### config.mk
export PLATFORM = sky130hd
export DESIGN_NAME = rcf_framer
export DESIGN_NICKNAME = d
export VERILOG_FILES = /design/src/design/rcf_pkg_fifo.sv /design/src/design/rcf_framer.sv
export SDC_FILE = /design/constraint.sdc
export NUM_CORES = 1
export LEC_CHECK = 0
export ABC_CLOCK_PERIOD_IN_PS = 10100
export BUFFER_PORTS_ARGS = -buffer_cell sky130_fd_sc_hd__clkbuf_2
export CORE_AREA = 2 2 223 159
export DETAILED_ROUTE_END_ITERATION = 10
export DIE_AREA = 0 0 225 161
export GPL_ROUTABILITY_DRIVEN = 1
export PLACE_DENSITY = 0.75
export SLEW_MARGIN = 10
export SYNTH_ARGS = -nofsm -noshare
export SYNTH_HDL_FRONTEND = slang
export SYNTH_HIERARCHICAL = 1
export SYNTH_SLANG_ARGS = --single-unit
### constraint.sdc
create_clock -name clk -period 10.1 [get_ports clk]
set_clock_uncertainty 0.05 [all_clocks]
set_input_delay 2.02 -clock clk [delete_from_list [all_inputs] [get_ports clk]]
set_output_delay 2.02 -clock clk [all_outputs]
set_load 0.01 [all_outputs]
### src/design/rcf_pkg_fifo.sv
// Package of framer constants and the output character FIFO
`default_nettype none
package rcf_pkg;
  localparam logic [7:0] CHAR_CR = 8'h0d;
  localparam logic [7:0] CHAR_ZERO = 8'h30;
  localparam logic [7:0] CHAR_NINE = 8'h39;
  localparam logic [7:0] CHAR_UA = 8'h41;
  localparam logic [7:0] CHAR_UF = 8'h46;
  localparam logic [7:0] CHAR_SPACE = 8'h20;
  localparam logic [7:0] STR_SEP = 8'h00;
  localparam logic [3:0] NIB_TEN = 4'ha;
  localparam logic [3:0] NIB_LETTER_OFS = 4'h9;
  localparam logic [7:0] RSP_NEG = 8'h00;
  localparam logic [7:0] RSP_FINAL = 8'h01;
  localparam logic [7:0] RSP_INTERIM = 8'h02;
  localparam logic [2:0] NEG_LEN = 3'h1;
  localparam logic [15:0] MAX_PAY = 16'h0004;
  localparam logic [15:0] LEN_NONE = 16'h0000;
  localparam logic [3:0] POS_FIRST = 4'h1;
  localparam logic [3:0] POS_STEP = 4'h1;
  localparam logic [3:0] POS_SEQ_END = 4'h1;
  localparam logic [3:0] POS_CMD_END = 4'h3;
  localparam logic [3:0] POS_SEL_END = 4'h5;
  localparam logic [3:0] POS_IDX_END = 4'h7;
  localparam logic [3:0] POS_LEN_END = 4'hb;
  localparam logic [3:0] POS_CHK_END = 4'h3;
  localparam logic [3:0] CNT_STEP = 4'h1;
  localparam logic [3:0] STR_FIRST = 4'h1;
  localparam logic [3:0] STR_STEP = 4'h1;
  localparam logic [3:0] STR_MAX = 4'h4;
  localparam logic [3:0] TXB_SEQ = 4'h0;
  localparam logic [3:0] TXB_CODE = 4'h1;
  localparam logic [3:0] TXB_LENHI = 4'h2;
  localparam logic [3:0] TXB_LENLO = 4'h3;
  localparam logic [3:0] TXB_PAY = 4'h4;
  localparam logic [3:0] BYTE_STEP = 4'h1;
  localparam logic [7:0] LEN_HI_ZERO = 8'h00;
  localparam logic [15:0] CRC_POLY_DEF = 16'h1021;
  localparam logic [15:0] CRC_INIT_DEF = 16'h0000;
  localparam logic [15:0] CRC_GOOD = 16'h0000;
  localparam int FIFO_WIDTH = 8;
  localparam int FIFO_DEPTH = 8;

  typedef enum logic [5:0] {
    RX_IDLE = 6'h01,
    RX_HDR = 6'h02,
    RX_PAY = 6'h04,
    RX_CHK = 6'h08,
    RX_END = 6'h10,
    RX_SKIP = 6'h20
  } rcf_rx_t;

  typedef enum logic [2:0] {
    TX_IDLE = 3'h1,
    TX_BODY = 3'h2,
    TX_CR = 3'h4
  } rcf_tx_t;

  function automatic logic [15:0] rcf_crc_byte(input logic [15:0] crc, input logic [7:0] b,
                                                input logic [15:0] poly);
    logic [15:0] c;
    c = crc ^ {b, 8'h00};
    for (int i = 0; i < 8; i++)
    begin
      c = c[15] ? ((c << 1) ^ poly) : (c << 1);
    end
    return c;
  endfunction : rcf_crc_byte

  function automatic logic rcf_is_hex(input logic [7:0] ch);
    return (ch >= CHAR_ZERO && ch <= CHAR_NINE) || (ch >= CHAR_UA && ch <= CHAR_UF);
  endfunction : rcf_is_hex

  function automatic logic [3:0] rcf_hex_val(input logic [7:0] ch);
    return (ch <= CHAR_NINE) ? ch[3:0] : ch[3:0] + NIB_LETTER_OFS;
  endfunction : rcf_hex_val

  function automatic logic [7:0] rcf_hex_char(input logic [3:0] nib);
    return (nib < NIB_TEN) ? (CHAR_ZERO | {4'h0, nib}) : (CHAR_UA + {4'h0, nib - NIB_TEN});
  endfunction : rcf_hex_char
endpackage : rcf_pkg

module rcf_fifo #(
  parameter int WIDTH = rcf_pkg::FIFO_WIDTH,
  parameter int DEPTH = rcf_pkg::FIFO_DEPTH
) (
  input wire logic clk,
  input wire logic resetn,
  input wire logic inValid,
  output logic inReady,
  input wire logic [WIDTH-1:0] inData,
  output logic outValid,
  input wire logic outReady,
  output logic [WIDTH-1:0] outData
);
  import rcf_pkg::*;
  localparam int AW = $clog2(DEPTH);
  localparam logic [AW:0] FULL = (AW + 1)'(DEPTH);
  localparam logic [AW-1:0] PTR_STEP = AW'(1);
  localparam logic [AW:0] CNT_ONE = (AW + 1)'(1);

  typedef struct packed {
    logic [DEPTH-1:0][WIDTH-1:0] mem;
    logic [AW-1:0] wr;
    logic [AW-1:0] rd;
    logic [AW:0] cnt;
  } rcf_fifo_st_t;

  rcf_fifo_st_t s;
  rcf_fifo_st_t next_s;
  logic push;
  logic pop;

  assign inReady = s.cnt != FULL;
  assign outValid = s.cnt != '0;
  assign outData = s.mem[s.rd];
  assign push = inValid && inReady;
  assign pop = outValid && outReady;

  always_comb
  begin
    next_s = s;
    if (push)
    begin
      next_s.mem[s.wr] = inData;
      next_s.wr = s.wr + PTR_STEP;
    end
    if (pop)
    begin
      next_s.rd = s.rd + PTR_STEP;
    end
    case ({push, pop})
      2'b10: next_s.cnt = s.cnt + CNT_ONE;
      2'b01: next_s.cnt = s.cnt - CNT_ONE;
      default: next_s.cnt = s.cnt;
    endcase
    if (!resetn)
    begin
      next_s = '0;
    end
  end

  always_ff @(posedge clk)
  begin
    s <= next_s;
  end
endmodule : rcf_fifo
`default_nettype wire

### src/design/rcf_framer.sv
// Remote command framer: request parser, duplicate filter and reply builder
`default_nettype none
// Rules of the remote command link
// RL1: Payload bytes travel as two upper-case hex characters, 0-9 and A-F only.
// RL2: A carriage return ends every request frame.
// RL3: Characters before a request's first character after a CR void the request.
// RL4: Malformed requests are dropped without any reply.
// RL5: Host resends the same request when no reply comes within a short time.
// RL6: Multi-byte values go most significant byte first.
// RL7: Request is seq, command, selector, index, four-char length, payload, check, CR.
// RL8: Host advances sequence per new request, keeps it on retries.
// RL9: Every reply echoes the request's sequence number.
// RL10: Repeated sequence number replays the stored last reply, no new command.
// RL11: Host zeroes selector and index when a command does not use them.
// RL12: Length field counts payload bytes, zero when no payload.
// RL13: Check field is a 16-bit CRC over all characters before it.
// RL14: CRC over the whole intact reply including its check leaves zero.
// RL15: Reply is seq, code, length, payload, check, then an always-sent CR.
// RL16: Reply payload holds reason or contents; empty replies carry zero length.
// RL17: A lone integer takes one to four bytes, two to eight characters.
// RL18: Integers inside structures keep their fixed width.
// RL19: Strings are split by a zero byte, none after the last.
// RL20: Received strings are checked for count, length and control characters; the block checks only count and control characters.
// RL21: Reply codes: zero negative, one final positive, two interim positive.
// RL22: A negative reply carries exactly one reason byte.
// RL23: CRC polynomial and initial value are parameters with a common default.
// RL24: Frames overflowing the receive buffer are dropped until the next CR.
// RL25: Payload character count must match the length field.
module rcf_framer #(
  parameter logic [15:0] CRC_POLY = rcf_pkg::CRC_POLY_DEF,
  parameter logic [15:0] CRC_INIT = rcf_pkg::CRC_INIT_DEF
) (
  input wire logic clk,
  input wire logic resetn,
  input wire logic [7:0] rxData,
  input wire logic rxValid,
  output logic [7:0] txData,
  output logic txValid,
  input wire logic txReady,
  output logic cmdValid,
  output logic [7:0] cmdSeq,
  output logic [7:0] cmdCode,
  output logic [7:0] cmdSelector,
  output logic [7:0] cmdIndex,
  output logic [15:0] cmdLen,
  output logic [31:0] cmdData,
  output logic [3:0] cmdStrCount,
  output logic cmdStrBad,
  input wire logic rspValid,
  output logic rspReady,
  input wire logic [7:0] rspCode,
  input wire logic [2:0] rspLen,
  input wire logic [31:0] rspData
);
  import rcf_pkg::*;

  typedef struct packed {
    rcf_rx_t rxSt;
    logic [3:0] pos;
    logic [15:0] acc;
    logic [7:0] seq;
    logic [7:0] cmd;
    logic [7:0] sel;
    logic [7:0] idx;
    logic [15:0] len;
    logic [3:0] payCnt;
    logic [31:0] pay;
    logic [15:0] crc;
    logic [3:0] strCnt;
    logic ctrl;
    logic [7:0] lastSeq;
    logic haveLast;
    logic [7:0] execSeq;
    logic cmdValid;
    logic pendReplay;
    rcf_tx_t txSt;
    logic [3:0] txByte;
    logic txHalf;
    logic [7:0] txSeq;
    logic [7:0] txCode;
    logic [2:0] txLen;
    logic [31:0] txData;
    logic [15:0] txCrc;
    logic haveReply;
  } rcf_state_t;

  rcf_state_t s;
  rcf_state_t next_s;
  logic hexOk;
  logic isCr;
  logic [3:0] nib;
  logic [15:0] accN;
  logic [15:0] crcN;
  logic [15:0] residue;
  logic [3:0] twoLen;
  logic [3:0] payEnd;
  logic [3:0] payIdx;
  logic [7:0] payByte;
  logic [7:0] txVal;
  logic [7:0] txChar;
  logic fifoInValid;
  logic fifoReady;
  logic [7:0] fifoInData;

  assign hexOk = rcf_is_hex(rxData); // RL1
  assign isCr = rxData == CHAR_CR; // RL2
  assign nib = rcf_hex_val(rxData);
  assign accN = {s.acc[11:0], nib}; // RL6
  assign crcN = rcf_crc_byte(s.crc, rxData, CRC_POLY); // RL13
  assign residue = rcf_crc_byte(rcf_crc_byte(s.crc, accN[15:8], CRC_POLY), accN[7:0], CRC_POLY);
  assign twoLen = {s.len[2:0], 1'b0}; // RL12

  // Reply character generator
  assign payEnd = TXB_PAY + {1'b0, s.txLen};
  assign payIdx = payEnd - BYTE_STEP - s.txByte;
  assign payByte = 8'(s.txData >> {payIdx[1:0], 3'b000}); // RL6
  assign txVal = (s.txByte == TXB_SEQ) ? s.txSeq :
                 (s.txByte == TXB_CODE) ? s.txCode :
                 (s.txByte == TXB_LENHI) ? LEN_HI_ZERO :
                 (s.txByte == TXB_LENLO) ? {5'h00, s.txLen} :
                 (s.txByte < payEnd) ? payByte :
                 (s.txByte == payEnd) ? s.txCrc[15:8] : s.txCrc[7:0]; // RL15
  assign txChar = rcf_hex_char(s.txHalf ? txVal[3:0] : txVal[7:4]); // RL1
  assign fifoInValid = (s.txSt == TX_BODY) || (s.txSt == TX_CR);
  assign fifoInData = (s.txSt == TX_CR) ? CHAR_CR : txChar; // RL15
  assign rspReady = (s.txSt == TX_IDLE) && !s.pendReplay;

  assign cmdValid = s.cmdValid;
  assign cmdSeq = s.seq;
  assign cmdCode = s.cmd;
  assign cmdSelector = s.sel;
  assign cmdIndex = s.idx;
  assign cmdLen = s.len;
  assign cmdData = s.pay;
  assign cmdStrCount = s.strCnt;
  assign cmdStrBad = s.ctrl || (s.strCnt > STR_MAX); // RL20

  always_comb
  begin
    next_s = s;
    next_s.cmdValid = 1'b0;
    // Transmit side
    case (s.txSt)
      TX_IDLE:
      begin
        if (s.pendReplay)
        begin
          next_s.pendReplay = 1'b0;
          next_s.txSt = TX_BODY;
          next_s.txByte = TXB_SEQ;
          next_s.txHalf = 1'b0;
          next_s.txCrc = CRC_INIT;
        end
        else if (rspValid)
        begin
          next_s.txSeq = s.execSeq; // RL9
          next_s.txCode = rspCode; // RL21
          next_s.txLen = (rspCode == RSP_NEG) ? NEG_LEN : rspLen; // RL22
          next_s.txData = rspData; // RL16
          next_s.haveReply = 1'b1;
          next_s.txSt = TX_BODY;
          next_s.txByte = TXB_SEQ;
          next_s.txHalf = 1'b0;
          next_s.txCrc = CRC_INIT; // RL23
        end
      end
      TX_BODY:
      begin
        if (fifoReady)
        begin
          if (s.txByte < payEnd)
          begin
            next_s.txCrc = rcf_crc_byte(s.txCrc, txChar, CRC_POLY); // RL14
          end
          next_s.txHalf = !s.txHalf;
          if (s.txHalf)
          begin
            next_s.txByte = s.txByte + BYTE_STEP;
          end
          if (s.txHalf && s.txByte == payEnd + BYTE_STEP)
          begin
            next_s.txSt = TX_CR; // RL15
          end
        end
      end
      TX_CR:
      begin
        if (fifoReady)
        begin
          next_s.txSt = TX_IDLE;
        end
      end
      default: next_s.txSt = TX_IDLE;
    endcase
    // Receive side
    if (rxValid)
    begin
      case (s.rxSt)
        RX_IDLE:
        begin
          if (isCr)
          begin
            next_s.rxSt = RX_IDLE;
          end
          else if (hexOk)
          begin
            next_s.rxSt = RX_HDR; // RL7
            next_s.pos = POS_FIRST;
            next_s.acc = {12'h000, nib};
            next_s.crc = rcf_crc_byte(CRC_INIT, rxData, CRC_POLY); // RL23
            next_s.pay = '0;
            next_s.payCnt = '0;
            next_s.strCnt = STR_FIRST; // RL19
            next_s.ctrl = 1'b0;
          end
          else
          begin
            next_s.rxSt = RX_SKIP; // RL4
          end
        end
        RX_HDR:
        begin
          if (isCr)
          begin
            next_s.rxSt = RX_IDLE; // RL4
          end
          else if (!hexOk)
          begin
            next_s.rxSt = RX_SKIP; // RL1
          end
          else
          begin
            next_s.acc = accN;
            next_s.crc = crcN;
            next_s.pos = s.pos + POS_STEP;
            case (s.pos) // RL7
              POS_SEQ_END: next_s.seq = accN[7:0];
              POS_CMD_END: next_s.cmd = accN[7:0];
              POS_SEL_END: next_s.sel = accN[7:0];
              POS_IDX_END: next_s.idx = accN[7:0];
              POS_LEN_END:
              begin
                next_s.len = accN; // RL18
                next_s.pos = '0;
                if (accN > MAX_PAY)
                begin
                  next_s.rxSt = RX_SKIP; // RL24
                end
                else
                begin
                  next_s.rxSt = (accN == LEN_NONE) ? RX_CHK : RX_PAY; // RL12
                end
              end
              default: next_s.pos = s.pos + POS_STEP;
            endcase
          end
        end
        RX_PAY:
        begin
          if (isCr)
          begin
            next_s.rxSt = RX_IDLE; // RL25
          end
          else if (!hexOk)
          begin
            next_s.rxSt = RX_SKIP;
          end
          else
          begin
            next_s.acc = accN;
            next_s.crc = crcN;
            next_s.pay = {s.pay[27:0], nib}; // RL17
            next_s.payCnt = s.payCnt + CNT_STEP;
            if (s.payCnt[0])
            begin
              if (accN[7:0] == STR_SEP)
              begin
                next_s.strCnt = s.strCnt + STR_STEP; // RL19
              end
              else if (accN[7:0] < CHAR_SPACE)
              begin
                next_s.ctrl = 1'b1; // RL20
              end
            end
            if (next_s.payCnt == twoLen)
            begin
              next_s.rxSt = RX_CHK; // RL25
              next_s.pos = '0;
            end
          end
        end
        RX_CHK:
        begin
          if (isCr)
          begin
            next_s.rxSt = RX_IDLE;
          end
          else if (!hexOk)
          begin
            next_s.rxSt = RX_SKIP;
          end
          else
          begin
            next_s.acc = accN;
            next_s.pos = s.pos + POS_STEP;
            if (s.pos == POS_CHK_END)
            begin
              next_s.rxSt = (residue == CRC_GOOD) ? RX_END : RX_SKIP; // RL13
            end
          end
        end
        RX_END:
        begin
          if (isCr)
          begin
            next_s.rxSt = RX_IDLE;
            next_s.lastSeq = s.seq;
            next_s.haveLast = 1'b1;
            if (s.haveLast && s.seq == s.lastSeq)
            begin
              next_s.pendReplay = s.haveReply; // RL10
            end
            else
            begin
              next_s.cmdValid = 1'b1;
              next_s.execSeq = s.seq; // RL9
            end
          end
          else
          begin
            next_s.rxSt = RX_SKIP; // RL25
          end
        end
        RX_SKIP:
        begin
          if (isCr)
          begin
            next_s.rxSt = RX_IDLE; // RL3
          end
        end
        default: next_s.rxSt = RX_IDLE;
      endcase
    end
    if (!resetn)
    begin
      next_s = '0;
      next_s.rxSt = RX_IDLE;
      next_s.txSt = TX_IDLE;
    end
  end

  always_ff @(posedge clk)
  begin
    s <= next_s;
  end

  rcf_fifo #(
    .WIDTH(FIFO_WIDTH),
    .DEPTH(FIFO_DEPTH)
  ) u_fifo (
    .clk(clk),
    .resetn(resetn),
    .inValid(fifoInValid),
    .inReady(fifoReady),
    .inData(fifoInData),
    .outValid(txValid),
    .outReady(txReady),
    .outData(txData)
  );
endmodule : rcf_framer
`default_nettype wire

# After elaboration in Yosys (flattened, before gate mapping)
# Cells that the tools add are included.
# op_classes
reduce_logical	44
muxes	120
magnitude_cmp	12
shift	1
n_eq_ne	48
add_sub_neg	15
bitwise_logic	47
# ops
op	n
two-way mux 13 bit	40
two-way mux 57 bit	4
two-way mux 68 bit	2
two-way mux 8 bit	16
two-way mux 20 bit	6
NOT 3 bit	40
two-way mux 16 bit	6
two-way mux 6 bit	14
case mux 20 bit (4 select lines)	1
two-way mux 76 bit	1
case mux 36 bit (2 select lines)	1
bitwise mux 64 bit	1
bitwise XOR 16 bit	4
case mux 16 bit (3 select lines)	1
case mux 6 bit (6 select lines)	1
logical NOT 16 bit	2
inequality test 2 bit, second input constant	16
case mux 16 bit (2 select lines)	1
right shift 32 x 5 -> 8 bit	1
AND reduction 5 bit	6
adder 4 x 1 -> 4 bit, second input constant	6
binary-select mux 8 bit (select 3 bit)	1
demux 8 bit (select 3 bit)	1
two-way mux 4 bit	6
64 further kinds	109
# totals
reg_bits	296
input_bits	56

# Logic depth before layout (Yosys ltp)
# Gate-level depths: netlist of the first run.
# logic_depth
ltp_word	40
mapped_depth	17
mapped_depth_nobuf	15

# Cells and area by module
# The synthesis of the first run kept the hierarchy.
# modules_own_cells
module	cells_each	area_per_inst_um2	instances
rcf_framer	1406	11576.1	1
rcf_fifo	313	3553.4	1

# Worst setup path after synthesis of the first run
# No wires, ideal clock.
# synth_path
kind	input to register
start	in rxData[1]
end	reg s[224] (netlist bit)
slack_ns	5.680
stages	10
required_time_ns	9.980
t_arrival_ns	4.299
cell_sequence	inv_1 ha_1 o21ba_2 o31ai_4 mux2i_1 xnor2_1 nand2_1 nor4_1 or4b_1 a21oi_1
# synth_via
elab_chain_len	15
word_cells_on_any_way	39
classes_between	add/sub: 1; order compare: 4; eq/ne: 5; mux: 19; bitwise: 5; reduce/logical: 5
# synth_lines
element	line_no	source
from (decl)	rcf_framer.sv:35	input wire logic [7:0] rxData,
<= comparator 8 x 6 -> 1 bit or adder 4 bit (tied branches)	rcf_pkg_fifo.sv:71, rcf_pkg_fifo.sv:75	
two-way mux 4 bit	rcf_pkg_fifo.sv:75	return (ch <= CHAR_NINE) ? ch[3:0] : ch[3:0] + NIB_LETTER_OFS;
bitwise XOR 16 bit	rcf_pkg_fifo.sv:62	c = crc ^ {b, 8'h00};
two-way mux 13 bit or NOT 3 bit (tied branches) (3 in series)	-	
NOT 3 bit (no line) or two-way mux 13 bit (tied branches)	-	
two-way mux 13 bit (2 in series)	rcf_pkg_fifo.sv:65	c = c[15] ? ((c << 1) ^ poly) : (c << 1);
logical NOT 16 bit	rcf_framer.sv:308	next_s.rxSt = (residue == CRC_GOOD) ? RX_END : RX_SKIP;
two-way mux 6 bit	rcf_framer.sv:308	
two-way mux 6 bit	rcf_framer.sv:306	if (s.pos == POS_CHK_END)
two-way mux 6 bit	rcf_framer.sv:298	else if (!hexOk)
two-way mux 6 bit	rcf_framer.sv:294	if (isCr)
case mux 6 bit (6 select lines)	rcf_framer.sv:198	case (s.rxSt)
to (signal assigned)	rcf_framer.sv:354	s <= next_s;
to (decl)	rcf_framer.sv:87	rcf_state_t s;
# Parallel ways exist; a longest one is shown, timed or not. The select of a mux whose other input is x is not followed.
# A chain may end at the register's enable or synchronous reset.

# Final worst setup path of the first run
# layout_path
start	reg s[69] (netlist bit)
end	reg u_fifo/s[68] (netlist bit)
# layout_via
elab_chain_len	13
word_cells_on_any_way	21
classes_between	add/sub: 3; order compare: 2; eq/ne: 4; shift: 1; mux: 10; reduce/logical: 1
# layout_lines
element	line_no	source
subtractor 2 bit or equality test 4 bit (tied branches)	rcf_framer.sv:115, rcf_framer.sv:122	
right shift 32 x 5 -> 8 bit or two-way mux 8 bit (tied branches)	rcf_framer.sv:116, rcf_framer.sv:122	
two-way mux 8 bit	rcf_framer.sv:121	(s.txByte < payEnd) ? payByte :
two-way mux 8 bit	rcf_framer.sv:120	(s.txByte == TXB_LENLO) ? {5'h00, s.txLen} :
two-way mux 8 bit	rcf_framer.sv:119	(s.txByte == TXB_LENHI) ? LEN_HI_ZERO :
two-way mux 8 bit	rcf_framer.sv:118	(s.txByte == TXB_CODE) ? s.txCode :
two-way mux 8 bit (*)	rcf_framer.sv:117	assign txVal = (s.txByte == TXB_SEQ) ? s.txSeq :
two-way mux 4 bit (*)	rcf_framer.sv:123	assign txChar = rcf_hex_char(s.txHalf ? txVal[3:0] : txVal[7:4]);
subtractor 4 bit	rcf_pkg_fifo.sv:79	return (nib < NIB_TEN) ? (CHAR_ZERO | {4'h0, nib}) : (CHAR_UA + {4'h0, nib - NIB_TEN});
adder 7 x 4 -> 8 bit	rcf_pkg_fifo.sv:79	
two-way mux 8 bit (*)	rcf_pkg_fifo.sv:79	
two-way mux 8 bit (*)	rcf_framer.sv:125	assign fifoInData = (s.txSt == TX_CR) ? CHAR_CR : txChar;
via fifoInData[2]	rcf_framer.sv:103	logic [7:0] fifoInData;
bitwise mux 64 bit (*)	rcf_pkg_fifo.sv:125	next_s.mem[s.wr] = inData;
to (signal assigned)	rcf_pkg_fifo.sv:145	s <= next_s;
to (decl)	rcf_pkg_fifo.sv:109	rcf_fifo_st_t s;
# Mark *: on every way through the listed nets, which the timed path passes. The rest lies on a longest branch.

==> flow_metrics.tcl, run 1 <==
set metrics [dict create \
    cts_sinks 296 \
    placedCellCount 2122 \
    worst-endpoint-required_ns 10.54 \
    ys_dominant_reg_cell "sky130_fd_sc_hd__dfxtp_1" \
    grt_first_pass_wirelength_microns 60500 \
    initial_core_utilization_pct 44.3 \
    setup.worst_path.start_class "register" \
    number_of_synthesized_flops_with_an_enable_pin 0 \
    setup_tns_ns 0 \
    postCtsResizedCells 0 \
    layout_commonest_cell "sky130_fd_sc_hd__dfxtp_1" \
    final_area_sq_um 16500 \
    drt_iter0_drc 973 \
    critPathArrivalTime_ns 5.37 \
    totalWireLength_microns 37600 \
    final_cells 2175 \
    critical_path_class "reg -> reg" \
    root_buffer "sky130_fd_sc_hd__clkbuf_16" \
    critPathSlowestCell "sky130_fd_sc_hd__o21ai_0" \
    pwr-share-seq_pct 45.8 \
    leakagePower_nw 6.55 \
    fmax_ghz 0.203 \
    worst_slew_margin_rel_pct 19.4 \
    p_switching_uw 668 \
    max-clock-path-buffers 3 \
    avgSynthCellArea_sq_um 8.80 \
    timing.critical_path.cells "inv_1, ha_1, mux4_2, or3_1, a311oi_2, nor2_2, inv_2, ha_1, xnor2_1, nor2_1, o21ai_0, mux2i_1, nor2b_1" \
    max_stage_delay_ns 0.91 \
    p_clk_share_pct 43.2 \
    critical_path_peak_fanout 10 \
    postSynthCellCount 1719 \
    critical_path.endpoint_type "register" \
    report.final.setup_viol 0 \
    finalWorstPathRequiredPeriod_ns 4.92 \
    timing_hold_violations_final 0 \
    finalCoreUtilization_pct 48.2 \
    die_ar_sq_um 36200 \
    final_critical_path_setup_slack_ns 5.18 \
    port-buffer-count 151 \
    row_count 57 \
    power.switching_fraction_pct 25.1 \
    final_net_count 1794 \
    post_drt_wl_per_cell_microns 17.3 \
    vias 11875 \
    most-common-layout-cells "296 x sky130_fd_sc_hd__dfxtp_1, 280 x sky130_fd_sc_hd__nand2_1, 151 x sky130_fd_sc_hd__clkbuf_2, 148 x sky130_fd_sc_hd__a21oi_1, 128 x sky130_fd_sc_hd__nor2_1" \
    dp_slack_ns 4.79 \
    power.internal_mw 1.99 \
    chipHeight_microns 161 \
    viasPerCell 5.46 \
    status "complete, no violations" \
    synth_sequential_area_ratio_pct 39.2 \
    die-width_microns 225 \
    synthToLayoutAreaGrowth_pct 8.83 \
    initial_antenna_violation_count 2 \
    cts-hold-fix-buffers 0 \
    tightestPinTransition_ns 1.20 \
    power.share.combinational_pct 10.9 \
    first_global_vias 11478 \
    syn-cell-area_sq_um 15100 \
    insertion_delay_ns 0.57 \
    floorplan.core_area_sq_um 34200 \
    drv_slew 0 \
    synth.ff_latch_count 296 \
    tritoncts.num_buffers 30 \
    dp_hpwl_microns 26400 \
    synthArstFlopShare_pct 0 \
    htreeDepth 1 \
    vdd.ir_drop.worst_uv 128 \
    placement.cell_area_sq_um 15400 \
    grt_setup_unrepaired "false" \
    cts_tree "built" \
    grt_use_total_pct 20.5 \
    place_congestion 0.949 \
    globalRoute.totalOverflow 0 \
    drt_pre_antenna_iters 7 \
    io-pin-count 152 \
    post_synth_num_cell_types 85 \
    drive_above_1_share_pct 16.9 \
    cts_setup_buffers 0 \
    max-cap-violations 0 \
    grt_start_max_net_pins 86 \
    worst_path_most_repeated_cell "sky130_fd_sc_hd__ha_1" \
    pwr_density_cell_nw_per_um2 161 \
    drc_errors 0 \
    worst_hold_path_type "reg -> reg" \
    synth.net_count 1801 \
    synth_warnings 6 \
    fin_crit_sh_pct 48.7 \
    ant_nets 0 \
    clk_pin_slew_ns 0.06 \
]
==> registers in the layout, summed over array words and instances (netlist names) <==
name         count
s              125
u_fifo/s        74
cmdData         32
cmdLen          16
accN            12
cmdCode          8
cmdIndex         8
cmdSelector      8
cmdSeq           8
cmdStrCount      4
cmdValid         1
==> power groups by stage <==
stage	clock network (mW)	registers [mW]	logic, mW
2_1_floorplan	0	1.23	0.218
3_3_place_gp	0	1.24	0.281
3_5_place_dp	0	1.24	0.289
4_1_cts	1.17	1.22	0.290
5_1_grt	1.22	1.22	0.320
6_report	1.15	1.22	0.291
==> worst max-delay path, delay by kind of cell, from the launching register on <==
family,cells,cell delay [ns]
simple gates,4,0.68
buf+inv,2,0.26
fa+ha+maj,2,1.03
compound gates,2,1.31
flops,1,0.44
mux,2,0.79
xor+xnor,1,0.29
==> layer usage <==
layer	vias to the layer above	part of all wire, %	GRT usage (%)	wire (microns)
met5	-	0.035	0	13
met2	434	43	31.4	16300
li1	5716	-	-	-
met4	2	2.8	6.17	1060
met1	5652	45	28.7	17100
met3	71	8.4	4.97	3170
==> final cells by class <==
| cell class | count | area (sq um) |
|---|---|---|
| Tap cell | 442 | 553 |
| Timing Repair Buffer | 162 | 838 |
| Sequential cell | 296 | 5930 |
| Clock inverter | 10 | 130 |
| Multi-Input combinational cell | 1200 | 8040 |
| Clock buffer | 42 | 887 |
| Fill cell | 3097 | 17700 |
| Antenna cell | 1 | 2.50 |
| Inverter | 22 | 85.1 |
==> through the flow <==
step / total power [mW] / hold WS [ns]
after CTS: 2.67 / 0.404
final: 2.66 / 0.403
after floorplan: 1.45 / 0.381
after global placement: 1.52 / 0.389
after detailed placement: 1.53 / 0.393
after global routing: 2.76 / 0.428
==> logic make-up after synthesis <==
| kind of cell | share of synthesized area, % |
|---|---|
| and+or+nand+nor | 19.5 |
| DFF | 39.2 |
| AOI/OAI and AO/OA | 10.9 |
| buffers and inverters | 8.04 |
| muxes | 12.1 |
| xor gates and xnor gates | 8.07 |
| adders and majority gates | 2.15 |
| other | 0.0248 |
==> synth_stat cells, drive strengths merged (25+ instances only) <==
library cell | instances | share of area (%)
clkbuf | 83 | 2.1
nor2b | 76 | 3.1
mux2i | 114 | 7.5
dfxtp | 296 | 39
nand2 | 281 | 7.0
a21oi | 152 | 5.2
ha | 26 | 2.2
mux4 | 25 | 3.7
nor2 | 131 | 3.3
o21ai | 35 | 1.2
buf | 118 | 5.4
xnor2 | 76 | 4.5
xor2 | 51 | 3.1
==> worst paths after layout <==
| path | start | slack (ns) | cells after the start | endpoint |
|---|---|---|---|---|
| worst min register to register | cmdLen[7] | 0.40 | 2 | cmdLen[7] |
| worst max register to register | s[69] | 5.18 | 13 | u_fifo/s[68] |
| worst min-delay path | cmdLen[7] | 0.40 | 2 | cmdLen[7] |
| worst max-delay path | s[69] | 5.18 | 13 | u_fifo/s[68] |
No activity file was read; power rests on OpenSTA's default activity.
==> run 2: changes to the inputs <==
--- a/config.mk
+++ b/config.mk
@@ -5,11 +5,12 @@
 export SDC_FILE = /design/constraint.sdc
 export NUM_CORES = 1
 export LEC_CHECK = 0
-export ABC_CLOCK_PERIOD_IN_PS = 10100
+export ABC_AREA = 1
+export ABC_CLOCK_PERIOD_IN_PS = 4700
 export BUFFER_PORTS_ARGS = -buffer_cell sky130_fd_sc_hd__clkbuf_2
-export CORE_AREA = 2 2 223 159
+export CORE_AREA = 2 2 226 161
 export DETAILED_ROUTE_END_ITERATION = 10
-export DIE_AREA = 0 0 225 161
+export DIE_AREA = 0 0 228 163
 export GPL_ROUTABILITY_DRIVEN = 1
 export PLACE_DENSITY = 0.75
 export SLEW_MARGIN = 10
==> constraint.sdc (replaced) <==
create_clock -name clk -period 4.7 [get_ports clk]
set_clock_uncertainty 0.05 [all_clocks]
set_input_delay 0.94 -clock clk [delete_from_list [all_inputs] [get_ports clk]]
set_output_delay 0.94 -clock clk [all_outputs]
set_load 0.01 [all_outputs]
==> run 2 against run 1 <==
Sequential power rose by 140%. Sequential share of layout area down 0.73 points. Non-clock buffer count down 2. Highest routed layer is now met4.
==> flow_metrics.tcl, run 2 <==
set metrics [dict create \
    status "complete, no violations" \
    max-clock-path-buffers 3 \
    worst_path_most_repeated_cell "sky130_fd_sc_hd__nand2_1" \
    initial_antenna_violation_count 0 \
    chipHeight_microns 163 \
    largest_register_ffs 125 \
    synth_top_area_cell "sky130_fd_sc_hd__dfxtp_1" \
    die_ar_sq_um 37200 \
    worst_hold_path_type "reg -> reg" \
    ant_nets 0 \
    critical_path_peak_fanout 19 \
    setup.worst_path.start_class "register" \
    reg2reg_depth 18 \
    drt_pre_antenna_iters 6 \
    critPathArrivalTime_ns 4.22 \
    postCtsResizedCells 0 \
    leakagePower_nw 7.13 \
    post_drt_wl_per_cell_microns 15.4 \
    postSynthCellCount 2187 \
    critical_path_class "reg -> reg" \
    worstReg2RegStart "s[69]" \
    synth_top_family_by_area "simple AND/OR/NAND/NOR gates" \
    final_net_count 2282 \
    grt_setup_unrepaired "false" \
    worst_slew_margin_rel_pct 29.7 \
    final_cells 2696 \
    synthArstFlopShare_pct 0 \
    cts_setup_buffers 0 \
    yosys.area_share.adder_pct 2.09 \
    pwr_density_cell_nw_per_um2 539 \
    max_stage_delay_ns 0.76 \
    p_clk_share_pct 26.9 \
    power.internal_mw 5.32 \
    timing_hold_violations_final 0 \
    p_switching_mw 3.74 \
    post_synth_main_area_contributors "sky130_fd_sc_hd__dfxtp_1 38%, sky130_fd_sc_hd__nand2_1 9.1%, sky130_fd_sc_hd__nor2_1 7.2%" \
    worst-endpoint-required_ns 5.15 \
    synth.net_count 2269 \
    final_critical_path_setup_slack_ns 0.931 \
    viasPerCell 5.35 \
    power.share.combinational_pct 40.8 \
    totalWireLength_microns 41600 \
    finalWorstPathRequiredPeriod_ns 3.77 \
    port-buffer-count 151 \
    clk_pin_slew_ns 0.06 \
    cts-hold-fix-buffers 0 \
    cts_sinks 296 \
    critPathBufInv 2 \
    avgSynthCellArea_sq_um 7.11 \
    vias 14413 \
    htreeDepth 1 \
    fin_crit_sh_pct 80.2 \
    startpoint "s[69]" \
    io-pin-count 152 \
    simple_gate_fraction_of_synth_area_pct 27.8 \
    drt_iter0_drc 1285 \
    first_global_vias 13378 \
    syn-cell-area_sq_um 15500 \
    drc_errors 0 \
    globalRoute.totalOverflow 0 \
    synthToLayoutAreaGrowth_pct 8.12 \
    row_count 58 \
    grt_start_max_net_pins 99 \
    grt_use_total_pct 21.9 \
    muxShareOfSynthArea_pct 0 \
    max-cap-violations 0 \
    grt_first_pass_wirelength_microns 67500 \
    synth_top_area_share_pct 38.1 \
    post-synth-top-count-cell "sky130_fd_sc_hd__nand2_1" \
    die-width_microns 228 \
    holdCritStartpoint "s[55]" \
    critical_path.endpoint_type "register" \
    synth_warnings 6 \
    drive_above_1_share_pct 13.4 \
    most-common-layout-cells "375 x sky130_fd_sc_hd__nand2_1, 299 x sky130_fd_sc_hd__nor2_1, 296 x sky130_fd_sc_hd__dfxtp_1, 190 x sky130_fd_sc_hd__o21ai_0, 187 x sky130_fd_sc_hd__a21oi_1" \
    crit_cells 18 \
    registers.top_by_ff_count "s" \
    vdd.ir_drop.worst_uv 361 \
    place_congestion 0.940 \
    placedCellCount 2648 \
    diodes 0 \
    tightestPinTransition_ns 1.05 \
    number_of_synthesized_flops_with_an_enable_pin 0 \
    root_buffer "sky130_fd_sc_hd__clkbuf_16" \
    cpLargestDelayFamily "simple AND/OR/NAND/NOR gates" \
    drv_slew 0 \
    power.switching_fraction_pct 41.3 \
    post_synth_num_cell_types 57 \
    initial_core_utilization_pct 44.1 \
    dp_slack_ns 0.999 \
    synth.ff_latch_count 296 \
    synth-compound-area-share_pct 15.8 \
    synthTopCellsByCount "375 x sky130_fd_sc_hd__nand2_1, 299 x sky130_fd_sc_hd__nor2_1, 296 x sky130_fd_sc_hd__dfxtp_1" \
    tritoncts.num_buffers 30 \
    layout_commonest_cell "sky130_fd_sc_hd__nand2_1" \
    floorplan.core_area_sq_um 35300 \
    insertion_delay_ns 0.58 \
    ys_dominant_reg_cell "sky130_fd_sc_hd__dfxtp_1" \
    finalCoreUtilization_pct 47.7 \
    xor_xnor_share_of_the_synthesized_area_pct 4.22 \
    critPathSlowestCell "sky130_fd_sc_hd__ha_1" \
    hold_crit_depth 2 \
    cts_tree "built" \
    dp_hpwl_microns 29500 \
    report.final.setup_viol 0 \
    pwr-share-seq_pct 32.3 \
    synth_sequential_area_ratio_pct 38.1 \
    timing.critical_path.cells "inv_1, ha_1, nand2_4, nor2_4, nand2_1, o21ai_0, nand2_1, nand2_1, o21ai_0, nand2_1, nand3_1, nand2_1, inv_1, ha_1, nand3_4, a21oi_1, nand3_1, a21oi_1" \
    setup_tns_ns 0 \
    fmax_ghz 0.265 \
]
==> run 2: kinds of logic after synthesis <==
logic type	Yosys count
buf+inv	364
other cells	1
flops	296
compound gates	457
xor+xnor	74
simple gates	969
fa+ha+maj	26
==> run 2: worst paths after layout <==
check,endpoint,slack [ns]
max,u_fifo/s[51],0.93
min,s[55],0.40
max reg2reg,u_fifo/s[51],0.93
min reg2reg,s[55],0.40
==> run 2: worst reg2reg max path, stage by stage (launching register included) <==
cell and delay [ns]:
sky130_fd_sc_hd__dfxtp_1 0.38, sky130_fd_sc_hd__inv_1 0.13, sky130_fd_sc_hd__ha_1 0.76, sky130_fd_sc_hd__nand2_4 0.11, sky130_fd_sc_hd__nor2_4 0.23, sky130_fd_sc_hd__nand2_1 0.07, sky130_fd_sc_hd__o21ai_0 0.10, sky130_fd_sc_hd__nand2_1 0.08
sky130_fd_sc_hd__nand2_1 0.07, sky130_fd_sc_hd__o21ai_0 0.10, sky130_fd_sc_hd__nand2_1 0.08, sky130_fd_sc_hd__nand3_1 0.09, sky130_fd_sc_hd__nand2_1 0.13, sky130_fd_sc_hd__inv_1 0.08, sky130_fd_sc_hd__ha_1 0.32, sky130_fd_sc_hd__nand3_4 0.09
sky130_fd_sc_hd__a21oi_1 0.50, sky130_fd_sc_hd__nand3_1 0.18, sky130_fd_sc_hd__a21oi_1 0.17
==> run 2: cell type report <==
| type | count | area, sq um |
|---|---|---|
| well taps | 480 | 601 |
| fillers | 3554 | 18500 |
| flip-flops and latches | 296 | 5930 |
| clock buffers | 38 | 852 |
| inverters | 185 | 702 |
| repair buffers | 160 | 826 |
| multi-input cells | 1527 | 7760 |
| clock inverters | 10 | 136 |
==> run 2: metrics by stage <==
step	hold WS, ns	area, sq um	power (mW)
finish	0.404	16800	9.06
global route	0.427	16800	9.69
CTS	0.407	16800	9.07
detailed placement	0.397	15800	6.61
global placement	0.391	15800	6.52
floorplan	0.374	15500	5.91
==> run 2: per-layer routing <==
metal  global-route usage [%]  vias up  wire (microns)
met1                     28.7     6675           18200
li1                         -     7113               -
met5                        0        -               0
met2                     36.1      530           18900
met4                     7.19        0            1300
met3                     4.41       95            3180
==> run 2: power groups by stage <==
stage / Combinational, mW / Clock, mW / Sequential [mW]
after floorplan: 3.00 / 0 / 2.91
after global placement: 3.55 / 0 / 2.97
after detailed placement: 3.63 / 0 / 2.98
after CTS: 3.66 / 2.49 / 2.92
after global routing: 4.16 / 2.58 / 2.95
final: 3.69 / 2.44 / 2.93
==> run 3: changes to the inputs <==
--- a/config.mk
+++ b/config.mk
@@ -6,7 +6,7 @@
 export NUM_CORES = 1
 export LEC_CHECK = 0
 export ABC_AREA = 1
-export ABC_CLOCK_PERIOD_IN_PS = 4700
+export ABC_CLOCK_PERIOD_IN_PS = 3500
 export BUFFER_PORTS_ARGS = -buffer_cell sky130_fd_sc_hd__clkbuf_2
 export CORE_AREA = 2 2 226 161
 export DETAILED_ROUTE_END_ITERATION = 10
==> constraint.sdc (replaced) <==
create_clock -name clk -period 3.5 [get_ports clk]
set_clock_uncertainty 0.05 [all_clocks]
set_input_delay 0.7 -clock clk [delete_from_list [all_inputs] [get_ports clk]]
set_output_delay 0.7 -clock clk [all_outputs]
set_load 0.01 [all_outputs]
==> run 3 against run 2 <==
Cell count is 1.3% higher. Clock-buffer cell count is 4 higher. Via count barely moved. Sequential share of layout area fell by 0.57 points. Register-to-register slack got worse by 0.59 ns. Global-route usage is 0.12 points higher. Hold slack worse by 0.10 ns. Utilization rose by 0.83 points. Routed wire length is essentially flat. Largest cell class unchanged. Largest power group unchanged.
==> flow_metrics.tcl, run 3 (synthesized netlist as in run 2, its figures left out) <==
set metrics [dict create \
    dp_slack_ns 0.0830 \
    final_net_count 2312 \
    timing.critical_path.cells "inv_1, o21ai_0, o22ai_1, nand2_1, nand2_1, clkbuf_2" \
    floorplan.core_area_sq_um 35300 \
    diodes 0 \
    totalWireLength_microns 41600 \
    dp_hpwl_microns 30100 \
    critPathSlowestCell "sky130_fd_sc_hd__inv_1" \
    chipHeight_microns 163 \
    timing_hold_violations_final 0 \
    vdd.ir_drop.worst_uv 486 \
    die-width_microns 228 \
    tightestPinTransition_ns 0.991 \
    max-cap-violations 0 \
    insertion_delay_ns 0.58 \
    final_critical_path_setup_slack_ns 0.233 \
    drive_above_1_share_pct 15.0 \
    worst-endpoint-required_ns 2.75 \
    cpLargestDelayFamily "buffers and inverters" \
    vias 14406 \
    reg2reg_depth 22 \
    registers.top_by_ff_count "s" \
    finalCoreUtilization_pct 48.5 \
    worst_slew_margin_rel_pct 33.8 \
    finalWorstPathRequiredPeriod_ns 3.27 \
    cts_setup_buffers 0 \
    critical_path_peak_fanout 25 \
    most-common-layout-cells "374 x sky130_fd_sc_hd__nand2_1, 299 x sky130_fd_sc_hd__nor2_1, 292 x sky130_fd_sc_hd__dfxtp_1, 190 x sky130_fd_sc_hd__o21ai_0, 187 x sky130_fd_sc_hd__a21oi_1" \
    cts_sinks 296 \
    drv_slew 0 \
    drt_pre_antenna_iters 6 \
    critical_path_class "reg -> out" \
    largest_register_ffs 125 \
    htreeDepth 1 \
    grt_setup_unrepaired "false" \
    report.final.setup_viol 0 \
    worstReg2RegStart "s[51]" \
    endpoint "txData[0]" \
    root_buffer "sky130_fd_sc_hd__clkbuf_16" \
    grt_first_pass_wirelength_microns 68400 \
    critPathArrivalTime_ns 2.52 \
    cts_tree "built" \
    synthToLayoutAreaGrowth_pct 10.0 \
    layout_commonest_cell "sky130_fd_sc_hd__nand2_1" \
    status "complete, no violations" \
    viasPerCell 5.27 \
    io-pin-count 152 \
    setup_tns_ns 0 \
    worst_hold_path_type "in -> reg" \
    fin_crit_sh_pct 93.3 \
    startpoint "u_fifo/s[5]" \
    setup.worst_path.start_class "register" \
    place_congestion 0.940 \
    die_ar_sq_um 37200 \
    max_stage_delay_ns 0.67 \
    post_drt_wl_per_cell_microns 15.2 \
    tritoncts.num_buffers 30 \
    drc_errors 0 \
    row_count 58 \
    grt_start_max_net_pins 84 \
    ff2ff_setup_slack_ns 0.34 \
    leakagePower_nw 7.31 \
    ant_nets 0 \
    drt_iter0_drc 1125 \
    critical_path.endpoint_type "output pin" \
    max-clock-path-buffers 3 \
    globalRoute.totalOverflow 0 \
    worst_path_most_repeated_cell "sky130_fd_sc_hd__nand2_1" \
    initial_antenna_violation_count 0 \
    fmax_ghz 0.306 \
    first_global_vias 13612 \
    grt_use_total_pct 22.0 \
    port-buffer-count 151 \
    initial_core_utilization_pct 44.1 \
    critPathBufInv 2 \
    crit_cells 6 \
    pwr_density_cell_nw_per_um2 730 \
    regToRegEndpoint "s[8]" \
    clk_pin_slew_ns 0.06 \
]
## run 3: cell types whose count changed in the layout (fill, tap and decap cells not counted), moves of 2 or more
cell	delta
sky130_fd_sc_hd__dfxtp_2	+4
sky130_fd_sc_hd__buf_4	+29
sky130_fd_sc_hd__dfxtp_1	-4
sky130_fd_sc_hd__clkinv_2	+3
sky130_fd_sc_hd__ha_1	-2
sky130_fd_sc_hd__inv_2	+2
sky130_fd_sc_hd__clkbuf_1	+4
## run 3: what timing repair did
| item | 4_1_cts | 5_1_grt |
|---|---|---|
| endpoints found under the setup margin | 0 | 46 |
| hold buffers | 0 | 0 |
| hold endpoints to repair | 0 | 0 |
| gates resized for setup | 0 | 13 |
## run 3: worst min path at each step
stage / from / end / slack (ns) / cells after the start
6_report: rspLen[2] / s[51] / 0.30 / 3
5_1_grt: rspLen[2] / s[51] / 0.31 / 3
4_1_cts: rspLen[2] / s[51] / 0.30 / 3
3_5_place_dp: cmdCode[6] / cmdCode[6] / 0.39 / 2
3_3_place_gp: cmdCode[6] / cmdCode[6] / 0.39 / 2
2_1_floorplan: cmdCode[4] / cmdCode[4] / 0.37 / 2
## run 3: through the flow
stage	cell area, sq um	total power, mW	std cells	hold slack, ns
finish	17100	12.5	2731	0.302
floorplan	15500	7.94	2187	0.374
global route	17100	13.3	2731	0.315
detailed placement	16100	9.10	2678	0.390
CTS	17100	12.4	2731	0.296
global placement	16100	8.91	2678	0.390
## run 3: worst min-delay path, stage by stage
cell and delay, ns:
sky130_fd_sc_hd__clkbuf_2 0.08, sky130_fd_sc_hd__nand2_1 0.06, sky130_fd_sc_hd__a21oi_1 0.05
## run 3: cell type report
| type | instances | area [sq um] |
|---|---|---|
| Multi-Input combinational cell | 1527 | 7800 |
| Clock buffer | 42 | 867 |
| Fill cell | 3486 | 18200 |
| Timing Repair Buffer | 190 | 1060 |
| Clock inverter | 11 | 135 |
| Tap cell | 480 | 601 |
| Inverter | 185 | 702 |
| Sequential cell | 296 | 5930 |
## run 3: power breakdown
group          switching [mW]  internal [mW]  total, mW
Sequential              0.266           3.68       3.95
Combinational            3.50           1.73       5.23
Clock                    1.37           1.93       3.30
## run 3: metal layers
layer  vias to the layer above  track usage [%]  wire [microns]
li1                       7165                -               -
met1                      6698             28.8           18600
met5                         -                0               0
met4                         0             6.57            1180
met3                        81             3.89            2750
met2                       462             37.1           19100
